### config.mk
export PLATFORM = sky130hd
export DESIGN_NAME = srx_aux_capture
export DESIGN_NICKNAME = d
export VERILOG_FILES = /design/src/verilog/srx_pkg.sv /design/src/verilog/srx_aux_capture.sv
export SDC_FILE = /design/constraint.sdc
export NUM_CORES = 1
export LEC_CHECK = 0
export BUFFER_PORTS_ARGS = -buffer_cell sky130_fd_sc_hd__buf_2
export CORE_ASPECT_RATIO = 1.75
export CORE_MARGIN = 2
export CORE_UTILIZATION = 45
export CTS_BUF_LIST = sky130_fd_sc_hd__clkbuf_4
export CTS_CLUSTER_SIZE = 8
export DETAILED_ROUTE_END_ITERATION = 12
export PLACE_DENSITY = 0.65
export RECOVER_POWER = 100
export SKIP_LAST_GASP = 1
export SLEW_MARGIN = 10
export SYNTH_ARGS = -nofsm -noshare
export SYNTH_HDL_FRONTEND = slang
export SYNTH_SLANG_ARGS = --single-unit
### constraint.sdc
create_clock -name i_clk -period 5.55 [get_ports i_clk]
set_input_delay 0 -clock i_clk [delete_from_list [all_inputs] [get_ports i_clk]]
set_output_delay 0 -clock i_clk [all_outputs]
set_load 0.005 [all_outputs]
### src/verilog/srx_pkg.sv
// srx_pkg: constants for the receiver auxiliary-bit capture block
// assumes an apb slave with 32-bit data, one register per aligned word
package srx_pkg;

	// register indices; the byte address is four times the index
	localparam logic [15:0] IDX_ROUTE_CTRL    = 16'hf60e;
	localparam logic [15:0] IDX_READY_FLAG    = 16'hf60f;
	localparam logic [15:0] IDX_CS_LEFT_FIRST = 16'hf610;
	localparam logic [15:0] IDX_CS_LEFT_LAST  = 16'hf61b;
	localparam logic [15:0] IDX_IRQ_STATUS    = 16'hf6f0;
	localparam logic [15:0] IDX_IRQ_ENABLE    = 16'hf6f1;
	localparam logic [15:0] IDX_IRQ_CLEAR     = 16'hf6f2;

	// field positions of the route control register
	localparam int ROUTE_SEL_LSB = 0;
	localparam int ROUTE_SEL_W   = 4;
	localparam int ROUTE_CLK_BIT = 4;

	// reset values
	localparam logic [3:0]  ROUTE_SEL_RST = 4'h0;
	localparam logic        ROUTE_CLK_RST = 1'b0;
	localparam logic [15:0] CS_WORD_RST   = 16'h0000;

	// block geometry
	localparam int FRAMES_PER_BLOCK = 192;
	localparam int CS_WORDS         = 12;
	localparam int CS_WORD_W        = 16;
	localparam int FRAME_CNT_W      = 8;
	localparam logic [7:0] LAST_FRAME = 8'(FRAMES_PER_BLOCK - 1);

	// tdm8 layout: eight slots of 32 bits, 24 data bits then 8 padding
	localparam int TDM_SLOTS   = 8;
	localparam int TDM_SLOT_W  = 32;
	localparam int TDM_FRAME_W = TDM_SLOTS * TDM_SLOT_W;
	localparam int AUDIO_W     = 24;
	localparam int TDM_PAD_W   = 8;

	// interrupt status bits
	localparam int IRQ_BLOCK_DONE = 0;
	localparam int IRQ_PARITY_ERR = 1;
	localparam int IRQ_W          = 2;

endpackage : srx_pkg

### src/verilog/srx_aux_capture.sv
// srx_aux_capture: captures channel status bits of the left subframe over
// a 192-frame block, reports a ready flag, and renders the received
// stream as tdm8 on one of four serial data lanes.
// assumes a decoder ahead of it gives one i_frame_valid pulse per frame,
// and that recovered and generated serial clocks are synchronous levels.
//
// Notes on behaviour
// - four-bit one-hot routing field, reset zero, picks serial data lane 0-3.
// - routing field of zero puts the stream on no lane at all.
// - take left channel status bits frame by frame over 192, not user, validity or parity.
// - ready flag bit 0 goes from zero to one after all 192 frames.
// - ready high means the captured block is complete and readable.
// - ready flag is read-only, resets to zero, one means bits available.
// - 192 left channel status bits are held across twelve 16-bit words.
// - status words sit at consecutive word addresses, one per register.
// - status words are read-only and reset to zero.
// - clock-source bit: zero uses recovered clocks, one generated clocks.
// - tdm slot 0 left audio, slot 4 right audio, each padded by eight zeros.
module srx_aux_capture
	import srx_pkg::*;
(
	// clock and reset
	input  wire logic              i_clk,
	input  wire logic              i_reset_n,
	// apb slave
	input  wire logic              i_psel,
	input  wire logic              i_penable,
	input  wire logic              i_pwrite,
	input  wire logic [31:0]       i_paddr,
	input  wire logic [31:0]       i_pwdata,
	output logic      [31:0]       o_prdata,
	output logic                   o_pready,
	output logic                   o_pslverr,
	// decoded frames from the receiver
	input  wire logic              i_frame_valid,
	input  wire logic              i_block_start,
	input  wire logic [AUDIO_W-1:0] i_left_audio,
	input  wire logic [AUDIO_W-1:0] i_right_audio,
	input  wire logic [3:0]        i_left_pvuc,
	input  wire logic [3:0]        i_right_pvuc,
	input  wire logic              i_compressed,
	input  wire logic              i_dts,
	// serial clock sources
	input  wire logic              i_rec_bclk,
	input  wire logic              i_rec_fclk,
	input  wire logic              i_gen_bclk,
	input  wire logic              i_gen_fclk,
	// tdm output lanes and their clocks
	output logic                   o_serial_data_out_lane0,
	output logic                   o_serial_data_out_lane1,
	output logic                   o_serial_data_out_lane2,
	output logic                   o_serial_data_out_lane3,
	output logic                   o_lane_bclk,
	output logic                   o_lane_fclk,
	// interrupt
	output logic                   o_irq
);

	// pvuc ports carry {parity, validity, user, channel status}
	localparam int PVUC_CS = 0;

	function automatic logic is_one_hot(input logic [3:0] v);
		return (v == 4'h1) || (v == 4'h2) || (v == 4'h4) || (v == 4'h8);
	endfunction : is_one_hot

	function automatic logic [TDM_SLOT_W-1:0] pad_slot(
		input logic [AUDIO_W-1:0] v);
		return {v, {TDM_PAD_W{1'b0}}};
	endfunction : pad_slot

	function automatic logic parity_bad(input logic [AUDIO_W-1:0] a,
		input logic [3:0] pvuc);
		return ^{a, pvuc};
	endfunction : parity_bad

	// ---------------- register state ----------------
	logic [ROUTE_SEL_W-1:0]   rx_tdm_route_sel;
	logic                     rx_tdm_route_clk_src;
	logic                     aux_block_ready;
	logic [CS_WORD_W-1:0]     cs_left [CS_WORDS];
	logic [FRAMES_PER_BLOCK-1:0] cs_work;
	logic [FRAME_CNT_W-1:0]   frame_cnt;
	logic                     in_block;
	logic [IRQ_W-1:0]         irq_status;
	logic [IRQ_W-1:0]         irq_enable;

	// ---------------- apb decode ----------------
	logic        setup_phase;
	logic        access_done;
	logic [15:0] reg_idx;
	logic        addr_ok;
	logic        cs_hit;
	logic [3:0]  cs_word_sel;
	logic [31:0] next_prdata;
	logic        next_mapped;
	logic        wr_ctrl;
	logic        wr_enable;
	logic        wr_clear;

	assign setup_phase = i_psel && !i_penable;
	assign access_done = i_psel && i_penable && o_pready;
	assign reg_idx     = i_paddr[17:2];
	assign addr_ok     = (i_paddr[31:18] == 14'h0) && (i_paddr[1:0] == 2'h0);
	assign cs_hit      = (reg_idx >= IDX_CS_LEFT_FIRST) &&
	                     (reg_idx <= IDX_CS_LEFT_LAST);
	assign cs_word_sel = 4'(reg_idx - IDX_CS_LEFT_FIRST);

	always_comb begin
		next_prdata = 32'h0;
		next_mapped = addr_ok;
		if (cs_hit) begin
			next_prdata[CS_WORD_W-1:0] = cs_left[cs_word_sel];
		end else begin
			unique case (reg_idx)
				IDX_ROUTE_CTRL: begin
					next_prdata[ROUTE_SEL_LSB +: ROUTE_SEL_W] = rx_tdm_route_sel;
					next_prdata[ROUTE_CLK_BIT] = rx_tdm_route_clk_src;
				end
				IDX_READY_FLAG: begin
					next_prdata[0] = aux_block_ready;
				end
				IDX_IRQ_STATUS: begin
					next_prdata[IRQ_W-1:0] = irq_status;
				end
				IDX_IRQ_ENABLE: begin
					next_prdata[IRQ_W-1:0] = irq_enable;
				end
				IDX_IRQ_CLEAR: begin
					next_prdata = 32'h0;
				end
				default: begin
					next_mapped = 1'b0;
				end
			endcase
		end
		if (!addr_ok) begin
			next_mapped = 1'b0;
		end
	end

	// answer is prepared in the setup cycle so the access phase has no wait
	always_ff @(posedge i_clk or negedge i_reset_n) begin
		if (!i_reset_n) begin
			o_pready  <= 1'b0;
			o_pslverr <= 1'b0;
			o_prdata  <= 32'h0;
		end else begin
			o_pready  <= setup_phase;
			o_pslverr <= setup_phase && !next_mapped;
			o_prdata  <= (setup_phase && !i_pwrite && next_mapped) ?
			             next_prdata : 32'h0;
		end
	end

	// writes to read-only words are dropped without error
	assign wr_ctrl   = access_done && i_pwrite && addr_ok &&
	                   (reg_idx == IDX_ROUTE_CTRL);
	assign wr_enable = access_done && i_pwrite && addr_ok &&
	                   (reg_idx == IDX_IRQ_ENABLE);
	assign wr_clear  = access_done && i_pwrite && addr_ok &&
	                   (reg_idx == IDX_IRQ_CLEAR);

	always_ff @(posedge i_clk or negedge i_reset_n) begin
		if (!i_reset_n) begin
			rx_tdm_route_sel     <= ROUTE_SEL_RST;
			rx_tdm_route_clk_src <= ROUTE_CLK_RST;
		end else if (wr_ctrl) begin
			rx_tdm_route_sel     <= i_pwdata[ROUTE_SEL_LSB +: ROUTE_SEL_W];
			rx_tdm_route_clk_src <= i_pwdata[ROUTE_CLK_BIT];
		end
	end

	// ---------------- block capture ----------------
	// frames before the first block start are ignored: without the start
	// marker the position of a bit inside the block is unknown
	logic last_frame;

	assign last_frame = i_frame_valid && in_block && !i_block_start &&
	                    (frame_cnt == LAST_FRAME);

	always_ff @(posedge i_clk or negedge i_reset_n) begin
		if (!i_reset_n) begin
			frame_cnt <= '0;
			in_block  <= 1'b0;
		end else if (i_frame_valid) begin
			if (i_block_start) begin
				frame_cnt <= 8'h1;
				in_block  <= 1'b1;
			end else if (in_block) begin
				frame_cnt <= (frame_cnt == LAST_FRAME) ? '0 : frame_cnt + 8'h1;
				in_block  <= (frame_cnt != LAST_FRAME);
			end
		end
	end

	always_ff @(posedge i_clk or negedge i_reset_n) begin
		if (!i_reset_n) begin
			cs_work <= '0;
		end else if (i_frame_valid && i_block_start) begin
			cs_work[0] <= i_left_pvuc[PVUC_CS];
		end else if (i_frame_valid && in_block) begin
			cs_work[frame_cnt] <= i_left_pvuc[PVUC_CS];
		end
	end

	// a finished block is copied whole, so software never sees a mix
	// of two blocks; the last bit is merged in during the copy
	always_ff @(posedge i_clk or negedge i_reset_n) begin
		if (!i_reset_n) begin
			for (int w = 0; w < CS_WORDS; w++) begin
				cs_left[w] <= CS_WORD_RST;
			end
		end else if (last_frame) begin
			for (int w = 0; w < CS_WORDS - 1; w++) begin
				cs_left[w] <= cs_work[w*CS_WORD_W +: CS_WORD_W];
			end
			cs_left[CS_WORDS-1] <= {i_left_pvuc[PVUC_CS],
				cs_work[FRAMES_PER_BLOCK-2 -: CS_WORD_W-1]};
		end
	end

	// once set the flag stays: every later block replaces the words at once
	always_ff @(posedge i_clk or negedge i_reset_n) begin
		if (!i_reset_n) begin
			aux_block_ready <= 1'b0;
		end else if (last_frame) begin
			aux_block_ready <= 1'b1;
		end
	end

	// ---------------- interrupts ----------------
	logic [IRQ_W-1:0] irq_event;

	always_comb begin
		irq_event = '0;
		irq_event[IRQ_BLOCK_DONE] = last_frame;
		irq_event[IRQ_PARITY_ERR] = i_frame_valid &&
			(parity_bad(i_left_audio, i_left_pvuc) ||
			 parity_bad(i_right_audio, i_right_pvuc));
	end

	// a new event in the clearing cycle is kept
	always_ff @(posedge i_clk or negedge i_reset_n) begin
		if (!i_reset_n) begin
			irq_status <= '0;
		end else begin
			irq_status <= (irq_status & ~(wr_clear ? i_pwdata[IRQ_W-1:0] : '0))
			              | irq_event;
		end
	end

	always_ff @(posedge i_clk or negedge i_reset_n) begin
		if (!i_reset_n) begin
			irq_enable <= '0;
		end else if (wr_enable) begin
			irq_enable <= i_pwdata[IRQ_W-1:0];
		end
	end

	always_ff @(posedge i_clk or negedge i_reset_n) begin
		if (!i_reset_n) begin
			o_irq <= 1'b0;
		end else begin
			o_irq <= |(irq_status & irq_enable);
		end
	end

	// ---------------- tdm8 rendering ----------------
	logic [TDM_FRAME_W-1:0] tdm_latched;
	logic [TDM_FRAME_W-1:0] tdm_shift;
	logic                   sel_bclk;
	logic                   sel_fclk;
	logic                   bclk_q;
	logic                   fclk_at_fall;
	logic                   bclk_fall;
	logic                   frame_begin;
	logic                   tdm_bit;

	assign sel_bclk = rx_tdm_route_clk_src ? i_gen_bclk : i_rec_bclk;
	assign sel_fclk = rx_tdm_route_clk_src ? i_gen_fclk : i_rec_fclk;

	always_ff @(posedge i_clk or negedge i_reset_n) begin
		if (!i_reset_n) begin
			tdm_latched <= '0;
		end else if (i_frame_valid) begin
			tdm_latched <= {
				pad_slot(i_left_audio),
				pad_slot({20'h0, i_left_pvuc}),
				pad_slot({22'h0, i_dts, i_compressed}),
				32'h0,
				pad_slot(i_right_audio),
				pad_slot({20'h0, i_right_pvuc}),
				32'h0,
				pad_slot({23'h0, i_block_start})
			};
		end
	end

	assign bclk_fall   = bclk_q && !sel_bclk;
	assign frame_begin = sel_fclk && !fclk_at_fall;

	// data changes on the falling bit clock; a rising frame clock seen at
	// a fall reloads the whole frame from slot 0
	always_ff @(posedge i_clk or negedge i_reset_n) begin
		if (!i_reset_n) begin
			bclk_q       <= 1'b0;
			fclk_at_fall <= 1'b0;
			tdm_shift    <= '0;
			tdm_bit      <= 1'b0;
		end else begin
			bclk_q <= sel_bclk;
			if (bclk_fall) begin
				fclk_at_fall <= sel_fclk;
				if (frame_begin) begin
					tdm_bit   <= tdm_latched[TDM_FRAME_W-1];
					tdm_shift <= {tdm_latched[TDM_FRAME_W-2:0], 1'b0};
				end else begin
					tdm_bit   <= tdm_shift[TDM_FRAME_W-1];
					tdm_shift <= {tdm_shift[TDM_FRAME_W-2:0], 1'b0};
				end
			end
		end
	end

	// a code that is not one-hot is treated like zero
	logic lane_on;

	assign lane_on = is_one_hot(rx_tdm_route_sel);

	always_ff @(posedge i_clk or negedge i_reset_n) begin
		if (!i_reset_n) begin
			o_serial_data_out_lane0 <= 1'b0;
			o_serial_data_out_lane1 <= 1'b0;
			o_serial_data_out_lane2 <= 1'b0;
			o_serial_data_out_lane3 <= 1'b0;
			o_lane_bclk             <= 1'b0;
			o_lane_fclk             <= 1'b0;
		end else begin
			o_serial_data_out_lane0 <= lane_on && rx_tdm_route_sel[0] &&
			                           tdm_bit;
			o_serial_data_out_lane1 <= lane_on && rx_tdm_route_sel[1] &&
			                           tdm_bit;
			o_serial_data_out_lane2 <= lane_on && rx_tdm_route_sel[2] &&
			                           tdm_bit;
			o_serial_data_out_lane3 <= lane_on && rx_tdm_route_sel[3] &&
			                           tdm_bit;
			// clocks go out only while a lane is routed; the port of that
			// lane must be a clock master for them to reach a pin
			o_lane_bclk <= lane_on && sel_bclk;
			o_lane_fclk <= lane_on && sel_fclk;
		end
	end

endmodule : srx_aux_capture

==> results of run 1 <==
## final cells by class
| cell class | count | area, sq um |
|---|---|---|
| diodes | 2 | 5.005 |
| repair buffers | 384 | 3168 |
| flip-flops and latches | 736 | 18420 |
| fillers | 5790 | 31930 |
| clock inverters | 48 | 352.8 |
| multi-input cells | 1355 | 11540 |
| inverters | 11 | 41.29 |
| clock buffers | 233 | 1749 |
| well taps | 903 | 1130 |
## cell families (layout without fill, tap and decap cells)
group                    after synthesis  count (layout)
flip-flops                           736             736
multiplexers                         572             572
AND/OR/NAND/NOR                      408             408
AO/OA/AOI/OAI                        304             304
buffers and inverters                195             676
XOR/XNOR                              51              51
adder cells (fa/ha/maj)                4               4
other                                  1              18
## worst max-delay path, delay by kind of cell (launching register included)
kind                   cells  cell delay [ps]
buffers and inverters      3             2940
DFF                        1              440
and+or+nand+nor            2              240
AOI/OAI and AO/OA          1              250
muxes                      1              330
## power by group through the flow
stage	Combinational (mW)	Sequential (mW)	Clock, mW
floorplan	0.575	5.77	0
global placement	0.869	5.81	0
detailed placement	0.893	5.82	0
CTS	1.04	5.72	4.40
global route	1.13	5.75	4.66
finish	1.03	5.73	4.24
## how the worst min path moves through the flow
stage                   from         endpoint  slack (ps)  depth (start not counted)
2_1_floorplan      i_reset_n  aux_block_ready        -300                          0
3_3_place_gp       i_reset_n   tdm_shift[244]          50                          1
3_5_place_dp       i_reset_n   tdm_shift[245]          60                          1
4_1_cts        i_block_start     frame_cnt[6]          20                          3
5_1_grt        i_block_start     frame_cnt[2]          70                          3
6_report       i_block_start     frame_cnt[6]          70                          3
## timing repair
action | in CTS | in global routing
hold buffers | 231 | 0
endpoints found under the hold margin | 924 | 0
setup endpoints to repair | 0 | 0
## metrics by stage
| step | hold slack, ps | setup WS, ps | power [mW] | utilization, % | instances |
|---|---|---|---|---|---|
| after global routing | 71.73 | 745.8 | 11.55 | 53.27 | 3671 |
| after CTS | 20.85 | 1763 | 11.17 | 53.44 | 3670 |
| after global placement | 53.83 | 2159 | 6.680 | 46.95 | 3158 |
| after detailed placement | 56.24 | 2034 | 6.718 | 46.95 | 3158 |
| after floorplan | -295.6 | 3567 | 6.343 | - | 2286 |
| final | 66.45 | 1088 | 11.00 | 53.27 | 3672 |
## Yosys cell counts, types with 32 or more instances
| library cell | n |
|---|---|
| a22o_1 | 195 |
| buf_2 | 54 |
| clkbuf_1 | 69 |
| dfrtp_1 | 736 |
| mux2_1 | 32 |
| mux2_2 | 419 |
| mux2i_1 | 73 |
| mux4_2 | 48 |
| nand2_1 | 142 |
| nor2_1 | 176 |
| o21ai_0 | 69 |
| xnor2_1 | 43 |
## flip-flops by register name, summed over array words and instances (netlist names), 2 cells and up
register and cells:
frame_cnt 8, irq_status 2, cs_left 192, tdm_latched 59, irq_enable 2, cs_work 191, o_prdata 16, rx_tdm_route_sel 4
tdm_shift 247
## per-layer routing
layer	track usage, %	up-vias	routed length, um
met3	3.382	166	2757
met5	0	-	13
li1	-	8873	-
met1	24.46	10240	28550
met2	36.47	475	37530
met4	10.08	2	2721
==> impl_metrics.py, run 1 <==
metrics = {
    "yosys": {
        "yosys_most_used_dff": "dfrtp_1",
        "ys_warn_count": 0,
        "synth_compound_area_share_pct": 7.432,
        "synth_edf_count": 0,
        "synthMuxAreaShare_pct": 22.28,
        "yosys.area.top_type": "dfrtp_1",
        "synthAdderAreaFrac_pct": 0.1618,
        "synth_cell_types": 55,
        "synthXorXnorAreaFrac_pct": 1.622,
        "netlist.area_leader.share_pct": 59.55,
        "ys_ff_latch": 736,
        "synthCells": 2271,
        "synth-simple-area-share_pct": 5.672,
        "synthesis.area_sq_mm": 0.03093,
        "synth_top_family_by_area": "multiplexers",
        "synthTopCellsByArea": "dfrtp_1 60%, mux2_2 15%, a22o_1 5.5%, mux4_2 3.5%, mux2i_1 2.4%",
        "yosysSeqAreaShare_pct": 59.55,
        "async_flop_share_pct": 100.0,
        "syn_avg_cell_area_sq_um": 13.62,
    },
    "worst_setup_path": {
        "crit_slowest_cell": "clkbuf_2",
        "r2r-end": "tdm_shift[213]",
        "reg2reg_slack_ps": 1090,
        "cp-endpoint": "tdm_shift[213]",
        "start_kind": "flip-flop",
        "rr_worst_depth": 7,
        "crit_chain": "mux2i_1 > dlygate4sd3_1 > nand2_4 > nor2_1 > clkbuf_2 > buf_4 > a22o_1",
        "slowest_delay_ps": 1210,
        "arrival_ps": 5250,
        "cp_max_fo": 101,
        "worstReg2RegStart": "rx_tdm_route_clk_src",
        "worstSetupStartpoint": "rx_tdm_route_clk_src",
        "critPathKind": "flip-flop to flip-flop",
        "end_kind": "flip-flop",
        "worstPathRequired_ps": 6340,
    },
    "timing": {
        "rsz0062_at_grt": "false",
        "setup-violations-final": 0,
        "relSlewSlack_pct": -72.80,
        "worst_clock_skew_ps": 78.04,
        "worstMarginPinSlew_ps": 2592,
        "tns_ps": 0,
        "timing.fmax_ghz": 0.2241,
        "finalCriticalPeriod_ps": 4462,
        "timing_max_transition_violations_final": 430,
        "hold_viol": 0,
        "fin_crit_sh_pct": 80.39,
    },
    "power": {
        "intPower_mw": 8.216,
        "clkPwrFrac_pct": 38.5,
        "combPwrFrac_pct": 9.4,
        "cellLeakagePower_nw": 17.31,
        "sw_frac_of_total_pct": 25.29,
        "seq_power_share_pct": 52.1,
        "power.switching_mw": 2.781,
        "powerDensity_mw_per_mm2": 302.1,
        "ir_drop_uv": 208.2,
    },
    "routing": {
        "via_count": 19750,
        "drtIter0Drc": 1076,
        "post_drt_wl_per_cell_um": 19.49,
        "drc": 0,
        "drt-pass1-iter-count": 5,
        "routed_wirelength_um": 71570,
        "antenna_left": 0,
        "via_per_inst": 5.379,
    },
    "placed_design": {
        "place.gp.congestion": 0.8631,
        "portBuffers": 130,
        "dp_hpwl_um": 42000,
        "placed_area_sq_mm": 0.03208,
    },
    "worst_hold_path": {
        "hold_class": "input pin to flip-flop",
    },
    "clock_tree": {
        "cts_made_buffers": 167,
        "cts_root_buf": "clkbuf_4",
        "cts_tree": "done",
        "cts-htree-levels": 4,
        "clk_latency_ps": 940,
        "post_cts_buffers": 0,
        "clockBufferDepth": 3,
        "path_clk_slew_ps": 70,
        "cts_sinks": 736,
        "ctsResizeCount": 0,
    },
    "global_route": {
        "antenna_found_initial": 3,
        "grt_start_max_net_pins": 194,
        "grt_pass1_vias": 21680,
        "grt_pass1_wl_um": 115900,
        "track_usage_pct": 20.64,
        "grt_overflow": 0,
    },
    "status": {
        "failed_checks": "max-capacitance violations, max-slew violations",
        "status": "complete, but fails checks",
    },
    "finish": {
        "drive_gt1_share_pct": 30.65,
        "most-common-layout-cells": "736 x dfrtp_1, 418 x mux2_2, 234 x clkbuf_4",
        "final_cell_area_sq_mm": 0.03640,
        "nets": 2792,
        "layout_commonest_cell": "dfrtp_1",
        "area_growth_pct": 17.70,
    },
    "floorplan": {
        "start_util_pct": 45.26,
        "rows": 127,
        "coreArea_sq_mm": 0.06833,
        "pin_count": 174,
        "die_h_um": 350.8,
        "dieArea_sq_mm": 0.07093,
        "die_x_um": 202.2,
    },
    "run": {
        "max-cap-violations": 6,
    },
}
(Power assumes the default switching activity.)
==> run 2, diff against run 1 <==
Settings changed: ABC_AREA set to 1, PLACE_DENSITY 0.65 to 0.67.
Clock period 5.55 ns to 4.1 ns, I/O delays scaled along.
==> impl_metrics.py, run 2 <==
metrics = {
    "yosys": {
        "synth_most_common_cell": "dfrtp_1",
        "yosysSeqAreaShare_pct": 56.73,
        "synth_common_cells": "736 x dfrtp_1, 685 x nand2_1, 627 x o21ai_0",
        "ys_ff_latch": 736,
        "synthesis.area_sq_mm": 0.03246,
        "yosys.area.top_type": "dfrtp_1",
        "netlist.area_leader.share_pct": 56.73,
        "ys_warn_count": 0,
        "yosys_most_used_dff": "dfrtp_1",
        "synth_edf_count": 0,
        "synthTopCellsByArea": "dfrtp_1 57%, o21ai_0 9.7%, nand2_1 7.9%, mux2_4 4.6%, nor2_1 4.2%",
        "synth_cell_types": 42,
        "synthCells": 3451,
        "syn_avg_cell_area_sq_um": 9.407,
        "async_flop_share_pct": 100.0,
    },
    "routing": {
        "via_per_inst": 5.490,
        "antenna_left": 0,
        "routed_wirelength_um": 87890,
        "drc": 0,
        "drtIter0Drc": 2243,
        "drt-pass1-iter-count": 7,
        "via_count": 26650,
        "post_drt_wl_per_cell_um": 18.11,
    },
    "placed_design": {
        "place.gp.congestion": 0.9125,
        "post-place-ws_ps": 1529,
        "placed_area_sq_mm": 0.03387,
        "portBuffers": 130,
        "dp_hpwl_um": 50520,
    },
    "finish": {
        "top_regs": "tdm_shift: 247 flops, cs_left: 192 flops, cs_work: 191 flops",
        "fillers": 6571,
        "area_growth_pct": 15.32,
        "top_register": "tdm_shift",
        "multi_input_area_sq_mm": 0.01213,
        "layout_commonest_cell": "dfrtp_1",
        "ff_latch_area_sq_mm": 0.01842,
        "most-common-layout-cells": "736 x dfrtp_1, 686 x nand2_1, 629 x o21ai_0",
        "nets": 3926,
        "drive_gt1_share_pct": 13.07,
        "final_cell_area_sq_mm": 0.03744,
        "largest_reg_flops": 247,
    },
    "timing": {
        "worst_clock_skew_ps": 60.94,
        "timing.fmax_ghz": 0.2491,
        "worstMarginPinSlew_ps": 2751,
        "relSlewSlack_pct": -83.41,
        "fin_crit_sh_pct": 97.92,
        "hold_viol": 0,
        "setup-violations-final": 0,
        "timing_max_transition_violations_final": 1153,
        "setup_slack_ps": 85.48,
        "rsz0062_at_grt": "true",
        "finalCriticalPeriod_ps": 4015,
    },
    "clock_tree": {
        "cts_tree": "done",
        "cts-htree-levels": 4,
        "cts_sinks": 736,
        "cts_made_buffers": 169,
        "post_cts_buffers": 0,
        "clockBufferDepth": 3,
        "cts_root_buf": "clkbuf_4",
        "clk_latency_ps": 950,
        "path_clk_slew_ps": 70,
    },
    "floorplan": {
        "start_util_pct": 45.36,
        "dieArea_sq_mm": 0.07439,
        "coreArea_sq_mm": 0.07157,
        "die_h_um": 359.3,
        "die_x_um": 207.0,
        "pin_count": 174,
        "rows": 130,
    },
    "power": {
        "ir_drop_uv": 233.3,
        "cellLeakagePower_nw": 18.01,
        "powerDensity_mw_per_mm2": 397.6,
    },
    "worst_setup_path": {
        "reg2reg_slack_ps": 210,
        "worstPathRequired_ps": 4940,
        "worstSetupStartpoint": "i_paddr[0]",
        "cp-endpoint": "rx_tdm_route_clk_src",
        "r2r-end": "cs_left[155]",
        "arrival_ps": 4860,
        "cp_max_fo": 8,
        "rr_worst_depth": 5,
        "critPathKind": "input pin to flip-flop",
        "start_kind": "input pin",
        "worstReg2RegStart": "frame_cnt[3]",
        "end_kind": "flip-flop",
    },
    "global_route": {
        "track_usage_pct": 23.56,
        "grt_overflow": 0,
        "grt_pass1_wl_um": 141700,
        "grt_pass1_vias": 26650,
        "grt_start_max_net_pins": 249,
        "antenna_found_initial": 4,
    },
    "run": {
        "max-cap-violations": 15,
    },
    "status": {
        "status": "complete, but fails checks",
        "failed_checks": "max-capacitance violations, max-slew violations",
    },
    "worst_hold_path": {
        "hold_class": "input pin to flip-flop",
    },
}
[run 2: changes by cell type in the layout (fill, tap and decap cells not counted), moves of 48 or more]
cell | before | now
a31oi_1 | 1 | 93
a22o_1 | 195 | 1
inv_1 | 11 | 117
nand2_1 | 141 | 686
o21ai_0 | 69 | 629
nor2_1 | 179 | 363
mux4_2 | 48 | 0
mux2_1 | 33 | 98
mux2i_1 | 73 | 1
mux2_2 | 418 | 88
a21oi_1 | 23 | 198
[run 2: routing by layer]
metal	global-route usage, %	routed length [um]	up-vias
li1	-	-	12420
met1	29.69	36070	13140
met2	38.89	42970	858
met3	3.538	4602	230
met4	13.08	4247	0
met5	0	0	-
[run 2: final cells by class]
class                   instances  share of cell area, %
flip-flops and latches        736                  49.19
clock buffers                 254                  5.093
diodes                          4                0.02674
clock inverters                54                 0.7452
inverters                     128                  1.310
well taps                     924                  3.088
repair buffers                390                  8.158
multi-input cells            2364                  32.39
[run 2: cell families after synthesis]
family          synth area share, %
simple gates                  13.92
fa+ha+maj                    0.1542
buf+inv                       4.852
xor+xnor                     0.5126
compound gates                16.11
other cells                 0.01155
mux                           7.708
flops                         56.73
[run 2: per-stage QoR]
| stage | hold slack [ps] | util [%] | power [mW] | instances | TNS [ps] |
|---|---|---|---|---|---|
| CTS | 18.97 | 53.32 | 15.07 | 4851 | 0 |
| finish | 111.1 | 52.31 | 14.89 | 4854 | 0 |
| global placement | 143.6 | 47.33 | 8.974 | 4335 | 0 |
| floorplan | -295.6 | - | 8.482 | 3466 | 0 |
| global route | 74.11 | 52.31 | 15.61 | 4853 | -4.402 |
| detailed placement | 144.0 | 47.33 | 9.002 | 4335 | 0 |
[run 2: power breakdown]
part | internal [mW] | switching [mW]
sequential | 7.55 | 0.145
clock | 2.96 | 2.93
combinational | 0.417 | 0.877
[run 2: worst min-delay path by stage]
stage | startpoint | to | slack (ps) | cells after the start
final | i_left_pvuc[0] | cs_work[39] | 110 | 4
after global routing | i_left_pvuc[0] | cs_work[39] | 70 | 4
after CTS | i_left_pvuc[0] | cs_work[39] | 20 | 4
after detailed placement | i_reset_n | cs_left[184] | 140 | 1
after global placement | i_reset_n | cs_left[184] | 140 | 1
after floorplan | i_reset_n | aux_block_ready | -300 | 0
[run 2: worst max-delay path, cell delays in order]
cell and delay [ps]:
dlygate4sd3_1 540, buf_2 120, dlygate4sd3_1 550, nor4_1 260, dlygate4sd3_1 590, nand2_1 60, dlygate4sd3_1 600, nor2_2 420
nand2_1 350, nor2_1 160, dlygate4sd3_1 560, a21oi_1 50, dlygate4sd3_1 570
[run 2: what timing repair did]
item	4_1_cts	5_1_grt
endpoints found under the setup margin	0	3
hold buffers	208	0
endpoints found under the hold margin	1259	0
resized for setup	0	1
